`src/pkg/fls_pkg.sv`:
```
// package: register map, field layouts, modes and thresholds for line supervision
package fls_pkg;
    localparam int ADDR_W = 4;
    localparam int DATA_W = 32;

    localparam logic [3:0] ADDR_CTRL   = 4'h0;
    localparam logic [3:0] ADDR_STATUS = 4'h1;
    localparam logic [3:0] ADDR_MASK   = 4'h2;
    localparam logic [3:0] ADDR_LVOLT  = 4'h3;
    localparam logic [3:0] ADDR_LCURR  = 4'h4;
    localparam logic [3:0] ADDR_STATE  = 4'h5;
    localparam logic [3:0] ADDR_PHTHR  = 4'h6;

    // ctrl field positions
    localparam int C_PM_LO    = 0;  // 2 bits power mode
    localparam int C_ZFORCE   = 2;
    localparam int C_ISTEP    = 3;  // 0: 1.1 mA, 1: 3.3 mA
    localparam int C_ILIM     = 4;  // 0: 160 mA, 1: 60 mA
    localparam int C_MINI_LO  = 5;  // 2 bits: 10/12/14/16 mA
    localparam int C_DCSLOPE  = 7;  // 0: 50 ohm, 1: 800 ohm
    localparam int C_FS_LO    = 8;  // 2 bits full-scale level
    localparam int C_LB_LO    = 10; // 3 bits loopback select
    localparam int C_RVAL     = 13; // ring validation enable
    localparam logic [13:0] CTRL_RST = 14'h0000;

    // event bits
    localparam int EV_W     = 4;
    localparam int EV_POL   = 0;
    localparam int EV_OVC   = 1;
    localparam int EV_PHOFF = 2;
    localparam int EV_PHON  = 3;

    // zero-forcing window, volts
    localparam logic signed [7:0] ZF_LIM = 8'sh03;
    // current in 0.1 mA units
    localparam logic [11:0] ILIM_HI_DMA = 12'h640; // 160 mA
    localparam logic [11:0] ILIM_LO_DMA = 12'h258; // 60 mA
    localparam logic [11:0] MIN_I_BASE  = 12'h064; // 10 mA
    localparam logic [11:0] MIN_I_STEP  = 12'h014; // 2 mA per code
    localparam logic [11:0] STEP_FINE   = 12'h00b; // 1.1 mA
    localparam logic [11:0] STEP_COARSE = 12'h021; // 3.3 mA
    localparam logic [11:0] I_MAX_DMA   = 12'h4f6; // 127 mA
    localparam logic [7:0]  PH_THR_RST  = 8'h08;

    localparam logic [2:0] LB_MODES   = 3'h6;
    localparam logic [2:0] LB_NEEDPWR = 3'h3; // codes 3..6 need line-side power

    typedef enum logic [1:0] {
        PM_RESET = 2'b00,
        PM_NORMAL = 2'b01,
        PM_SLEEP = 2'b10,
        PM_PDOWN = 2'b11
    } fls_pm_t;

    typedef enum logic [1:0] {
        FS_DEFAULT = 2'b00,
        FS_RAISED = 2'b01,
        FS_ENHANCED = 2'b10,
        FS_RSVD = 2'b11
    } fls_fs_t;
endpackage

```
`src/pkg/fls_evt_if.sv`:
```
// interface: raw events from the measurement path to the interrupt unit
`timescale 1ns/1ps
interface fls_evt_if;
    import fls_pkg::*;
    logic [EV_W-1:0] pulse;
    logic            rd_clr;
    logic [EV_W-1:0] mask;
    logic [EV_W-1:0] status;
    logic            irq;
    modport src (output pulse, output rd_clr, output mask, input status, input irq);
    modport dst (input pulse, input rd_clr, input mask, output status, output irq);
endinterface

```
`src/fls_irq.sv`:
```
// module: sticky event flags, read-to-clear, masked level interrupt
`timescale 1ns/1ps
module fls_irq (
    input  wire logic clk_in,    // clock
    input  wire logic rst_in,    // sync reset, high
    fls_evt_if.dst    ev         // event bundle
);
    import fls_pkg::*;
    logic [EV_W-1:0] status_r;
    logic            irq_r;

    // set wins over the read clear so an event in the clearing cycle survives
    always_ff @(posedge clk_in) begin
        if (rst_in) begin
            status_r <= '0;
        end else begin
            status_r <= (ev.rd_clr ? '0 : status_r) | ev.pulse;
        end
    end

    always_ff @(posedge clk_in) begin
        if (rst_in) begin
            irq_r <= 1'b0;
        end else begin
            irq_r <= |(((ev.rd_clr ? '0 : status_r) | ev.pulse) & ev.mask);
        end
    end

    assign ev.status = status_r;
    assign ev.irq    = irq_r;
endmodule

```
`src/fls_meas.sv`:
```
// module: loop current scaling into counts of the selected step
`timescale 1ns/1ps
module fls_meas (
    input  wire logic        clk_in,     // clock
    input  wire logic        rst_in,     // sync reset
    input  wire logic [11:0] i_dma_in,   // loop current, 0.1 mA units
    input  wire logic        coarse_in,  // step select
    output logic      [6:0]  count_out   // unsigned result
);
    import fls_pkg::*;
    logic [11:0] i_clip;
    logic [11:0] step;
    logic [11:0] q;

    // plain divide by a constant pair; sample rate is low so area beats latency
    always_comb begin
        i_clip = (i_dma_in > I_MAX_DMA) ? I_MAX_DMA : i_dma_in;
        step   = coarse_in ? STEP_COARSE : STEP_FINE;
        q      = i_clip / step;
    end

    always_ff @(posedge clk_in) begin
        if (rst_in) begin
            count_out <= '0;
        end else begin
            count_out <= q[6:0];
        end
    end
endmodule

```
`src/fls_top.sv`:
```
// module: office-line supervision, measurements, events and power modes
`timescale 1ns/1ps
// Function
// - line voltage reported signed, 1 V per count, -128 to 127.
// - optional zero-forcing sets readings from -3 to +3 volts to zero.
// - flag polarity reversal when consecutive samples have opposite nonzero signs.
// - loop current results only given while off-hook.
// - minimum loop current selectable 10, 12, 14 or 16 mA.
// - loop current unsigned 0 to 127 mA, step 1.1 or 3.3 mA.
// - over-current event when current exceeds 160 or 60 mA limit.
// - off-hook, significant current change signals parallel phone event.
// - on-hook, significant voltage drop signals parallel phone off-hook.
// - four power modes reset, normal, sleep, powerdown; normal fully operational.
// - reset mode keeps only the measurement path running; link, ring detect and loopback are off.
// - sleep keeps only the line-side link, ring detect, ring validation and wake-on-ring.
// - powerdown is nonfunctional; only a reset leaves it, returning to reset mode.
// - six loopback modes; four need the line side powered.
// - three full-scale levels: default, +3.2 dBm, +6.0 dBm.
// - DC termination slope selectable 50 or 800 ohms.
// - ring validation in normal mode; in sleep only with valid PCM clock.
module fls_top (
    input  wire logic                CLOCK_IN,        // 125 MHz clock
    input  wire logic                RESET_IN,        // sync reset, high
    input  wire logic [3:0]          ADDR_IN,         // register index
    input  wire logic [31:0]         WDATA_IN,        // write data
    input  wire logic                WR_IN,           // write strobe
    input  wire logic                RD_IN,           // read strobe
    output logic      [31:0]         RDATA_OUT,       // read data, next cycle
    output logic                     IRQ_OUT,         // level interrupt
    input  wire logic                SAMPLE_IN,       // new line sample strobe
    input  wire logic signed [8:0]   VOLT_IN,         // line voltage, volts
    input  wire logic [11:0]         CURR_IN,         // loop current, 0.1 mA
    input  wire logic                OFFHOOK_IN,      // port off-hook
    input  wire logic                LS_POWERED_IN,   // line side has power
    input  wire logic                PCLK_VALID_IN,   // external pcm clock good
    input  wire logic                RING_DET_IN,     // raw ring detect
    output logic                     LINK_EN_OUT,     // isolation link active
    output logic                     MEAS_EN_OUT,     // measurement path on
    output logic                     RING_EN_OUT,     // ring detect on
    output logic                     RVAL_EN_OUT,     // ring validation on
    output logic                     WAKE_OUT,        // wake-up on ring
    output logic      [2:0]          LOOPBACK_OUT,    // active loopback, 0 none
    output fls_pkg::fls_fs_t         FS_LEVEL_OUT,    // full-scale level
    output logic                     DC_SLOPE_OUT,    // 1: 800 ohm slope
    output logic      [1:0]          MIN_I_SEL_OUT    // min loop current code
);
    import fls_pkg::*;

    logic [13:0]         ctrl_r;
    logic [7:0]          ph_thr_r;
    logic [EV_W-1:0]     mask_r;
    fls_pm_t             pm_r;
    fls_pm_t             pm_nxt;
    logic signed [7:0]   volt_r;
    logic signed [7:0]   volt_sat;
    logic signed [7:0]   volt_nxt;
    logic signed [7:0]   prev_volt_r;
    logic [11:0]         prev_curr_r;
    logic                prev_valid_r;
    logic [6:0]          curr_cnt;
    logic [EV_W-1:0]     ev_pulse;
    logic [11:0]         i_limit;
    logic [11:0]         i_min;
    logic [11:0]         dcur;
    logic [8:0]          vdrop;
    logic                meas_on;
    logic [2:0]          lb_req;
    logic [31:0]         rdata_nxt;

    fls_evt_if evt ();

    function automatic logic sel(input logic [3:0] a, input logic [3:0] reg_a);
        sel = (a == reg_a);
    endfunction

    // ---------- control registers ----------
    always_ff @(posedge CLOCK_IN) begin
        if (RESET_IN) begin
            ctrl_r <= CTRL_RST;
        end else if (WR_IN && sel(ADDR_IN, ADDR_CTRL)) begin
            ctrl_r <= WDATA_IN[13:0];
        end
    end

    always_ff @(posedge CLOCK_IN) begin
        if (RESET_IN) begin
            mask_r <= '0;
        end else if (WR_IN && sel(ADDR_IN, ADDR_MASK)) begin
            mask_r <= WDATA_IN[EV_W-1:0];
        end
    end

    always_ff @(posedge CLOCK_IN) begin
        if (RESET_IN) begin
            ph_thr_r <= PH_THR_RST;
        end else if (WR_IN && sel(ADDR_IN, ADDR_PHTHR)) begin
            ph_thr_r <= WDATA_IN[7:0];
        end
    end

    // ---------- power mode sequencing ----------
    // powerdown is sticky: writes cannot leave it, only the reset line can
    always_comb begin
        pm_nxt = pm_r;
        if (WR_IN && sel(ADDR_IN, ADDR_CTRL) && pm_r != PM_PDOWN) begin
            case (WDATA_IN[C_PM_LO +: 2])
                2'b00:   pm_nxt = PM_RESET;
                2'b01:   pm_nxt = PM_NORMAL;
                2'b10:   pm_nxt = PM_SLEEP;
                2'b11:   pm_nxt = PM_PDOWN;
                default: pm_nxt = pm_r;
            endcase
        end
    end

    always_ff @(posedge CLOCK_IN) begin
        if (RESET_IN) begin
            pm_r <= PM_RESET;
        end else begin
            pm_r <= pm_nxt;
        end
    end

    assign meas_on = (pm_r == PM_NORMAL) || (pm_r == PM_RESET);

    always_ff @(posedge CLOCK_IN) begin
        if (RESET_IN) begin
            LINK_EN_OUT <= 1'b0;
            MEAS_EN_OUT <= 1'b0;
            RING_EN_OUT <= 1'b0;
            RVAL_EN_OUT <= 1'b0;
            WAKE_OUT    <= 1'b0;
        end else begin
            LINK_EN_OUT <= (pm_r == PM_NORMAL) || (pm_r == PM_SLEEP);
            MEAS_EN_OUT <= meas_on;
            RING_EN_OUT <= (pm_r == PM_NORMAL) || (pm_r == PM_SLEEP);
            RVAL_EN_OUT <= ctrl_r[C_RVAL] && ((pm_r == PM_NORMAL) ||
                           (pm_r == PM_SLEEP && PCLK_VALID_IN));
            WAKE_OUT    <= (pm_r == PM_SLEEP) && RING_DET_IN;
        end
    end

    // ---------- static settings out ----------
    always_comb begin
        lb_req = ctrl_r[C_LB_LO +: 3];
        if (lb_req > LB_MODES) begin
            lb_req = '0;
        end else if (lb_req >= LB_NEEDPWR && !LS_POWERED_IN) begin
            lb_req = '0;
        end
    end

    always_ff @(posedge CLOCK_IN) begin
        if (RESET_IN) begin
            LOOPBACK_OUT  <= '0;
            FS_LEVEL_OUT  <= FS_DEFAULT;
            DC_SLOPE_OUT  <= 1'b0;
            MIN_I_SEL_OUT <= '0;
        end else begin
            LOOPBACK_OUT  <= (pm_r == PM_NORMAL) ? lb_req : 3'h0;
            FS_LEVEL_OUT  <= (ctrl_r[C_FS_LO +: 2] == FS_RSVD) ? FS_DEFAULT
                             : fls_fs_t'(ctrl_r[C_FS_LO +: 2]);
            DC_SLOPE_OUT  <= ctrl_r[C_DCSLOPE];
            MIN_I_SEL_OUT <= ctrl_r[C_MINI_LO +: 2];
        end
    end

    // ---------- line voltage ----------
    always_comb begin
        if (VOLT_IN > 9'sd127) begin
            volt_sat = 8'sh7f;
        end else if (VOLT_IN < -9'sd128) begin
            volt_sat = 8'sh80;
        end else begin
            volt_sat = VOLT_IN[7:0];
        end
        volt_nxt = volt_sat;
        if (ctrl_r[C_ZFORCE] && volt_sat >= -ZF_LIM && volt_sat <= ZF_LIM) begin
            volt_nxt = '0;
        end
    end

    always_ff @(posedge CLOCK_IN) begin
        if (RESET_IN) begin
            volt_r <= '0;
        end else if (SAMPLE_IN && meas_on) begin
            volt_r <= volt_nxt;
        end
    end

    // ---------- loop current ----------
    fls_meas u_meas (
        .clk_in    (CLOCK_IN),
        .rst_in    (RESET_IN),
        .i_dma_in  (prev_curr_r),
        .coarse_in (ctrl_r[C_ISTEP]),
        .count_out (curr_cnt)
    );

    assign i_limit = ctrl_r[C_ILIM] ? ILIM_LO_DMA : ILIM_HI_DMA;
    assign i_min   = MIN_I_BASE + 12'(MIN_I_STEP * ctrl_r[C_MINI_LO +: 2]);
    assign dcur    = (CURR_IN > prev_curr_r) ? CURR_IN - prev_curr_r
                                             : prev_curr_r - CURR_IN;
    assign vdrop   = 9'(prev_volt_r) - 9'(volt_nxt);

    // ---------- event detection ----------
    // zero is neither sign, so a reversal through a zero sample is never flagged
    always_comb begin
        ev_pulse = '0;
        if (SAMPLE_IN && meas_on && prev_valid_r) begin
            if ((prev_volt_r > 0 && volt_nxt < 0) || (prev_volt_r < 0 && volt_nxt > 0)) begin
                ev_pulse[EV_POL] = 1'b1;
            end
            if (OFFHOOK_IN && CURR_IN > i_limit) begin
                ev_pulse[EV_OVC] = 1'b1;
            end
            if (OFFHOOK_IN && dcur > {4'h0, ph_thr_r}) begin
                if (CURR_IN < prev_curr_r) begin
                    ev_pulse[EV_PHOFF] = 1'b1;
                end else begin
                    ev_pulse[EV_PHON] = 1'b1;
                end
            end
            if (!OFFHOOK_IN && !vdrop[8] && vdrop[7:0] > ph_thr_r) begin
                ev_pulse[EV_PHOFF] = 1'b1;
            end
        end
    end

    always_ff @(posedge CLOCK_IN) begin
        if (RESET_IN) begin
            prev_volt_r  <= '0;
            prev_curr_r  <= '0;
            prev_valid_r <= 1'b0;
        end else if (SAMPLE_IN && meas_on) begin
            prev_volt_r  <= volt_nxt;
            prev_curr_r  <= CURR_IN;
            prev_valid_r <= 1'b1;
        end
    end

    assign evt.pulse  = ev_pulse;
    assign evt.mask   = mask_r;
    assign evt.rd_clr = RD_IN && sel(ADDR_IN, ADDR_STATUS);

    fls_irq u_irq (
        .clk_in (CLOCK_IN),
        .rst_in (RESET_IN),
        .ev     (evt.dst)
    );

    // ---------- read port ----------
    always_comb begin
        rdata_nxt = '0;
        case (ADDR_IN)
            ADDR_CTRL:   rdata_nxt = {18'h0, ctrl_r[13:2], pm_r};
            ADDR_STATUS: rdata_nxt = {28'h0, evt.status};
            ADDR_MASK:   rdata_nxt = {28'h0, mask_r};
            ADDR_LVOLT:  rdata_nxt = {{24{volt_r[7]}}, volt_r};
            ADDR_LCURR:  begin
                // below the minimum operating current the reading is invalid
                if (OFFHOOK_IN && prev_curr_r >= i_min) begin
                    rdata_nxt = {25'h0, curr_cnt};
                end
            end
            ADDR_STATE:  rdata_nxt = {28'h0, LS_POWERED_IN, OFFHOOK_IN, pm_r};
            ADDR_PHTHR:  rdata_nxt = {24'h0, ph_thr_r};
            default:     rdata_nxt = '0;
        endcase
    end

    always_ff @(posedge CLOCK_IN) begin
        if (RESET_IN) begin
            RDATA_OUT <= '0;
        end else begin
            RDATA_OUT <= RD_IN ? rdata_nxt : 32'h0;
        end
    end

    always_ff @(posedge CLOCK_IN) begin
        if (RESET_IN) begin
            IRQ_OUT <= 1'b0;
        end else begin
            IRQ_OUT <= evt.irq;
        end
    end
endmodule

```
`config.mk`:
```
export PLATFORM = sky130hd
export DESIGN_NAME = fls_top
export DESIGN_NICKNAME = d
export VERILOG_FILES = /design/src/pkg/fls_pkg.sv /design/src/pkg/fls_evt_if.sv /design/src/fls_irq.sv /design/src/fls_meas.sv /design/src/fls_top.sv
export SDC_FILE = /design/constraint.sdc
export NUM_CORES = 1
export LEC_CHECK = 0
export ABC_AREA = 1
export ABC_CLOCK_PERIOD_IN_PS = 13090
export CAP_MARGIN = 20
export CELL_PAD_IN_SITES_DETAIL_PLACEMENT = 1
export CELL_PAD_IN_SITES_GLOBAL_PLACEMENT = 1
export CORE_ASPECT_RATIO = 0.5
export CORE_MARGIN = 2
export CORE_UTILIZATION = 47
export DETAILED_ROUTE_END_ITERATION = 10
export DONT_BUFFER_PORTS = 1
export PLACE_DENSITY_LB_ADDON = 0.1
export SLEW_MARGIN = 10
export SYNTH_ARGS = -nofsm -noshare
export SYNTH_HDL_FRONTEND = slang
export SYNTH_SLANG_ARGS = --single-unit
```
`constraint.sdc`:
```
create_clock -name CLOCK_IN -period 13.09 [get_ports CLOCK_IN]
set_clock_uncertainty 0.05 [all_clocks]
set_input_delay 0 -clock CLOCK_IN [delete_from_list [all_inputs] [get_ports CLOCK_IN]]
set_output_delay 0 -clock CLOCK_IN [all_outputs]
set_load 0.1 [all_outputs]
```
==> results of run 1 <==
-- through the flow --
stage | std cells | setup WS, ns | utilization, % | hold slack, ns | TNS (ns)
6_report | 1529 | 0.227 | 58.6 | 0.0124 | 0
3_5_place_dp | 1421 | -0.174 | 50.1 | 0.0200 | -0.174
2_1_floorplan | 1216 | 1.41 | - | 0.0708 | 0
4_1_cts | 1498 | 0.000479 | 55.8 | 0.0104 | 0
3_3_place_gp | 1421 | 0.356 | 50.1 | 0.0213 | 0
5_1_grt | 1529 | -0.572 | 58.6 | 0.0211 | -0.578
-- layout make-up --
type | count | area, um2
timing repair buffer | 106 | 993
inverter | 212 | 798
clock inverter | 7 | 72.6
multi-input combinational | 881 | 5620
fill | 2186 | 6890
sequential | 87 | 1760
tap | 227 | 284
clock buffer | 9 | 225
-- repair_timing --
action,CTS,global route
buffers inserted,1,30
gates cloned,0,0
setup endpoints to repair,1,2
hold buffers,60,0
pin swaps,1,26
resized for setup,9,48
hold endpoints to repair,70,0
-- kinds of logic after synthesis --
family          after synthesis  synth area share (%)
simple gates                515                  30.6
other cells                   1                0.0462
buf+inv                     248                  12.4
flops                        87                  21.5
compound gates              220                  15.1
fa+ha+maj                    95                  15.0
mux                           1                 0.123
xor+xnor                     49                  5.29
-- path summary, 6_finish.rpt --
path | startpoint | to | cells after the start
worst min register to register | ctrl_r[7] | ctrl_r[7] | 2
worst min-delay path | ADDR_IN[3] | RDATA_OUT[2] | 4
worst max-delay path | prev_curr_r[1] | u_meas.count_out[0] | 95
worst max register to register | prev_curr_r[1] | u_meas.count_out[0] | 95
-- registers in the layout, indices dropped and copies added, names as in the netlist, 2 cells and up --
register / flops
RDATA_OUT: 15
ctrl_r: 12
prev_curr_r: 12
ph_thr_r: 8
prev_volt_r: 8
u_meas.count_out: 7
evt.mask: 4
u_irq.ev.status: 4
LOOPBACK_OUT: 3
FS_LEVEL_OUT: 2
MIN_I_SEL_OUT: 2
pm_r: 2
-- worst min-delay path, cell delays in order --
cell     delay, ns
nor4_1        0.03
buf_4         0.16
nand3_1       0.11
a21oi_1       0.07
-- layer usage --
layer | vias up | track usage (%) | part of all wire, %
met4 | 2 | 6.62 | 2.0
li1 | 4111 | - | -
met5 | - | 0 | 0.13
met1 | 4211 | 37.8 | 45
met3 | 52 | 5.04 | 4.7
met2 | 235 | 51.3 | 48
-- cells in the final DEF (no fill, tap or decap), types with 42 or more instances in the layout --
cell           instances
dlygate4sd3_1         60
a21oi_1               99
buf_4                 42
nand2_1              219
o21ai_0               75
ha_1                  85
nand3_1               84
nor2_1                84
inv_1                202
dfxtp_1               79
==> results_dict.tcl, run 1 <==
set metrics [dict create \
    die-area_um2 18400 \
    fin_crit_ns 12.86 \
    startpoint_type "flop" \
    row_count 33 \
    cts_buffers 9 \
    grt_overflow 0 \
    seq_area_frac_synth_pct 21.5 \
    fin_nets 1457 \
    synth-edff-count 0 \
    cts_tree "yes" \
    io_pins 112 \
    netlist_instances 1216 \
    grt_max_degree 46 \
    ant_nets 0 \
    holdCritPathClass "in -> reg" \
    synth_seq_cells 87 \
    finalSetupViolations 0 \
    ys_types 58 \
    h-tree-depth 3 \
    hold_viol 0 \
    clkLatencyLatePin_ns 0.35 \
    critPathSlowestCell "dfxtp_2" \
    dr.pass1.iters 5 \
    yosysWarnings 0 \
    grtUsageTotal_pct 29.4 \
    critPathKind "reg -> reg" \
    placed_area_um2 8330 \
    status "finished, final reports clean" \
    slew_headroom_pct 33.8 \
    drtIter0Drc 445 \
    synth.area.top_cells "dfxtp_1, ha_1, nand2_1" \
    design_area_um2 9750 \
    drive_gt1_share_pct 14.1 \
    grt_pass1_vias 8705 \
    synth_common_cells "nand2_1, inv_1, a21oi_1" \
    clkSinkCount 87 \
    avgViaCountPerCell 5.63 \
    core_um2 16600 \
    syn_to_final_growth_pct 20.2 \
    diodes 0 \
    antenna_found_initial 0 \
    cpLargestDelayFamily "simple AND/OR/NAND/NOR gates" \
    wl_per_cell_um 18.8 \
    async_flop_share_pct 0 \
    gp_congestion 0.892 \
    num_vias 8611 \
    max_freq_ghz 0.0777 \
    clock_path_buffers 2 \
    worst-path-buf-inv 12 \
    hpwl_um 19700 \
    cts_root_buffer "clkbuf_16" \
    synth_nets 1376 \
    start_util_pct 48.7 \
    synth_area_um2 8110 \
    clk_pin_slew_ns 0.08 \
    syn_area_per_cell_um2 6.67 \
    synth.most_common_cell "nand2_1" \
    die_y_um 96.9 \
    period_share_pct 98.3 \
    worst_slew_pin_slew_ns 0.992 \
    wl_um 28700 \
    die_w_um 190 \
    cp.arrival_ns 13.05 \
    synthFlopType "dfxtp_1" \
    grt_pass1_wl_um 44000 \
    drc 0 \
    numPortBuffers 0 \
    crit_path_max_fanout 10 \
    synth_top_area_share_pct 21.5 \
    r2r_slack_ns 0.23 \
    synth_area_leader_cell "dfxtp_1" \
    critPathCaptureType "flop" \
    cp_data_required_time_ns 13.28 \
    slew_violations 0 \
    maxCapViolations 0 \
    max_stage_delay_ns 0.38 \
    crit_path_frequent_cell "nand2_1" \
]
Power of run 1 is left out: the tool's default activity adds up to more than one toggle a clock period on the data nets, which glitch-free logic cannot reach.
==> run 2: changes to the inputs <==
--- a/config.mk
+++ b/config.mk
@@ -5,14 +5,14 @@
 export SDC_FILE = /design/constraint.sdc
 export NUM_CORES = 1
 export LEC_CHECK = 0
-export ABC_AREA = 1
 export ABC_CLOCK_PERIOD_IN_PS = 13090
 export CAP_MARGIN = 20
 export CELL_PAD_IN_SITES_DETAIL_PLACEMENT = 1
 export CELL_PAD_IN_SITES_GLOBAL_PLACEMENT = 1
 export CORE_ASPECT_RATIO = 0.5
 export CORE_MARGIN = 2
-export CORE_UTILIZATION = 47
+export CORE_UTILIZATION = 49
+export CTS_BUF_LIST = sky130_fd_sc_hd__clkbuf_8
 export DETAILED_ROUTE_END_ITERATION = 10
 export DONT_BUFFER_PORTS = 1
 export PLACE_DENSITY_LB_ADDON = 0.1
==> run 2 against run 1 <==
Compared with the run above:
- the run now ends with negative setup slack left
- critical path depth is 24 lower
- synthesized cell count is 8.6% lower
- area after synthesis is 5.4% higher
- register-to-register slack worse by 3.2 ns
- final area is 21% higher
- first-iteration DRC count grew to 2.8 times the previous value
- non-clock buffer count is 181 higher
- hold slack better by 0.022 ns
==> results_dict.tcl, run 2 <==
set metrics [dict create \
    drtIter0Drc 1261 \
    ant_nets 0 \
    grtUsageTotal_pct 44.8 \
    ys_types 97 \
    largest-register "RDATA_OUT" \
    wl_um 51000 \
    clkLatencyLatePin_ns 0.40 \
    cp.arrival_ns 16.24 \
    drive_gt1_share_pct 28.6 \
    fin_ws_ns -2.95 \
    die_w_um 191 \
    crit_path_max_fanout 7 \
    netlist_instances 1111 \
    hold_viol 0 \
    critPathCaptureType "flop" \
    dr.pass1.iters 6 \
    crit_cells 71 \
    hpwl_um 25000 \
    clkSinkCount 87 \
    register_area_um2 1750 \
    critPathKind "reg -> reg" \
    seq_power_share_pct 6.6 \
    hold-worst-slack_ns 0.0339 \
    reg_top3 "RDATA_OUT (15), ctrl_r (12), prev_curr_r (12)" \
    synth_seq_cells 87 \
    clk_pin_slew_ns 0.11 \
    critPathSlowestCell "ha_1" \
    peakVddDrop_mv 0.445 \
    grt_max_degree 73 \
    final_cell_mix "buf_4, nand2_1, a21oi_1, nor2_1, dfxtp_1" \
    setup_tns_ns -4.86 \
    post-route-util_pct 68.2 \
    fin_crit_ns 16.04 \
    clock_path_buffers 2 \
    die-area_um2 18600 \
    fill_cells 2028 \
    rsz0062_at_grt "true" \
    slew_headroom_pct 21.8 \
    clkPwrFrac_pct 4.8 \
    max_freq_ghz 0.0624 \
    whs_path_depth 5 \
    max_stage_delay_ns 0.46 \
    holdCritPathClass "in -> reg" \
    maxCapViolations 0 \
    powerDensity_nw_per_um2 383 \
    avgViaCountPerCell 7.24 \
    synth_area_um2 8550 \
    synth-edff-count 0 \
    synth.area.top_cells "dfxtp_1, ha_1, a21oi_1" \
    finalSetupViolations 3 \
    cp_data_required_time_ns 13.29 \
    drc 0 \
    worst-path-buf-inv 8 \
    p_int_w 0.00225 \
    grt_overflow 0 \
    startpoint_type "flop" \
    yosysWarnings 0 \
    synth.most_common_cell "nand2_1" \
    final_common_cell "buf_4" \
    cts_tree "yes" \
    slew_violations 0 \
    diodes 0 \
    status "finished, violations left" \
    num_vias 11500 \
    largest_reg_flops 15 \
    seq_area_frac_synth_pct 20.4 \
    violations "negative setup slack" \
    die_y_um 97.4 \
    syn_area_per_cell_um2 7.70 \
    numPortBuffers 0 \
    total_power_w 0.00450 \
    row_count 34 \
    grt_pass1_wl_um 64800 \
    start_util_pct 49.6 \
    synth_area_leader_cell "dfxtp_1" \
    multiInputGateArea_um2 6910 \
    cts_root_buffer "clkbuf_8" \
    wl_per_cell_um 32.1 \
    switchingPower_w 0.00225 \
    syn_to_final_growth_pct 37.5 \
    cts_buffers 9 \
    swShare_pct 50.0 \
    antenna_found_initial 0 \
    period_share_pct 123 \
    io_pins 112 \
    crit_path_frequent_cell "ha_1" \
    synth_top_area_share_pct 20.4 \
    synth_nets 1271 \
    grt_pass1_vias 11475 \
    synthFlopType "dfxtp_1" \
    worst_slew_pin_slew_ns 1.17 \
    synth_common_cells "nand2_1, a21oi_1, nor2_1" \
    core_um2 17200 \
    design_area_um2 11800 \
    reg2regPathDepth 71 \
    cpLargestDelayFamily "simple AND/OR/NAND/NOR gates" \
    placed_area_um2 10100 \
    gp_congestion 0.868 \
    pwr-share-comb_pct 88.6 \
    power_leakage_nw 5.21 \
    fin_nets 1510 \
    async_flop_share_pct 0 \
    h-tree-depth 3 \
]
==> run 2: cell count changes after synthesis, moves of 18 or more <==
| cell | before | now |
|---|---|---|
| nand2_1 | 223 | 127 |
| o21ai_0 | 76 | 44 |
| nor2b_1 | 0 | 23 |
| nand3_1 | 87 | 23 |
| mux2i_1 | 1 | 28 |
| nand2b_1 | 0 | 18 |
| a21o_1 | 4 | 23 |
| nand2_2 | 26 | 1 |
| xor2_1 | 32 | 13 |
| xnor2_1 | 17 | 36 |
| inv_1 | 204 | 68 |
==> run 2: power groups by stage <==
stage                     combinational, W  sequential (W)  clock (W)
after floorplan                    0.00156        0.000299          0
after global placement             0.00237        0.000300          0
after detailed placement           0.00250        0.000301          0
after CTS                          0.00314        0.000295   0.000203
after global routing               0.00405        0.000298   0.000223
final                              0.00399        0.000299   0.000216
==> run 2: final timing paths <==
check	start	slack, ns	endpoint
setup / recovery	prev_curr_r[9]	-2.95	u_meas.count_out[0]
hold / removal	VOLT_IN[7]	0.03	prev_volt_r[3]
setup reg to reg	prev_curr_r[9]	-2.95	u_meas.count_out[0]
hold reg to reg	ctrl_r[8]	0.44	FS_LEVEL_OUT[1]
==> run 2: cell families after synthesis <==
kind of cell               after synthesis  share of synthesized area, %
AOI/OAI and AO/OA                      309                          24.4
and+or+nand+nor                        395                          23.2
adders and majority gates              102                          15.0
DFF                                     87                          20.4
buffers and inverters                  128                          6.76
muxes                                   39                          4.93
other                                    1                        0.0438
xor gates and xnor gates                50                          5.21
==> run 2: cell type report <==
type / count / area share (%)
Multi-Input combinational cell: 896 / 58.8
Sequential cell: 87 / 14.9
Inverter: 69 / 2.20
Tap cell: 234 / 2.49
Clock buffer: 9 / 1.05
Timing Repair Buffer: 287 / 19.9
Clock inverter: 7 / 0.670
==> run 2: worst reg2reg max path: cells and delay by family, from the launching register on <==
kind                     cells  cell delay [ns]
adder cells (fa/ha/maj)      9             2.89
flip-flops                   1             0.36
AND/OR/NAND/NOR             28             5.61
AO/OA/AOI/OAI               21             4.84
multiplexers                 2             0.50
buffers and inverters        8             1.01
XOR/XNOR                     3             0.66
==> run 2: routing by layer <==
metal  wire length [um]  up-vias  track usage [%]
met5                  0        -                0
met4               5430        0             24.8
met3               5780      505             8.31
met2              22300     1131             78.5
met1              17500     5375             51.5
li1                   -     4489                -
==> run 2: through the flow <==
stage	std cells	worst slack (ns)
global placement	1463	-1.03
detailed placement	1463	-2.05
floorplan	1111	-2.01
CTS	1571	-0.883
finish	1589	-2.95
global route	1589	-3.27
==> run 2: timing repair <==
action / 4_1_cts / 5_1_grt
resized for setup: 60 / 26
endpoints found under the setup margin: 2 / 2
setup buffers: 52 / 16
hold endpoints to repair: 83 / 4
gates cloned: 0 / 0
hold buffers: 40 / 1
pin swaps: 70 / 15
Note: power is estimated with default switching activity, not from simulation.
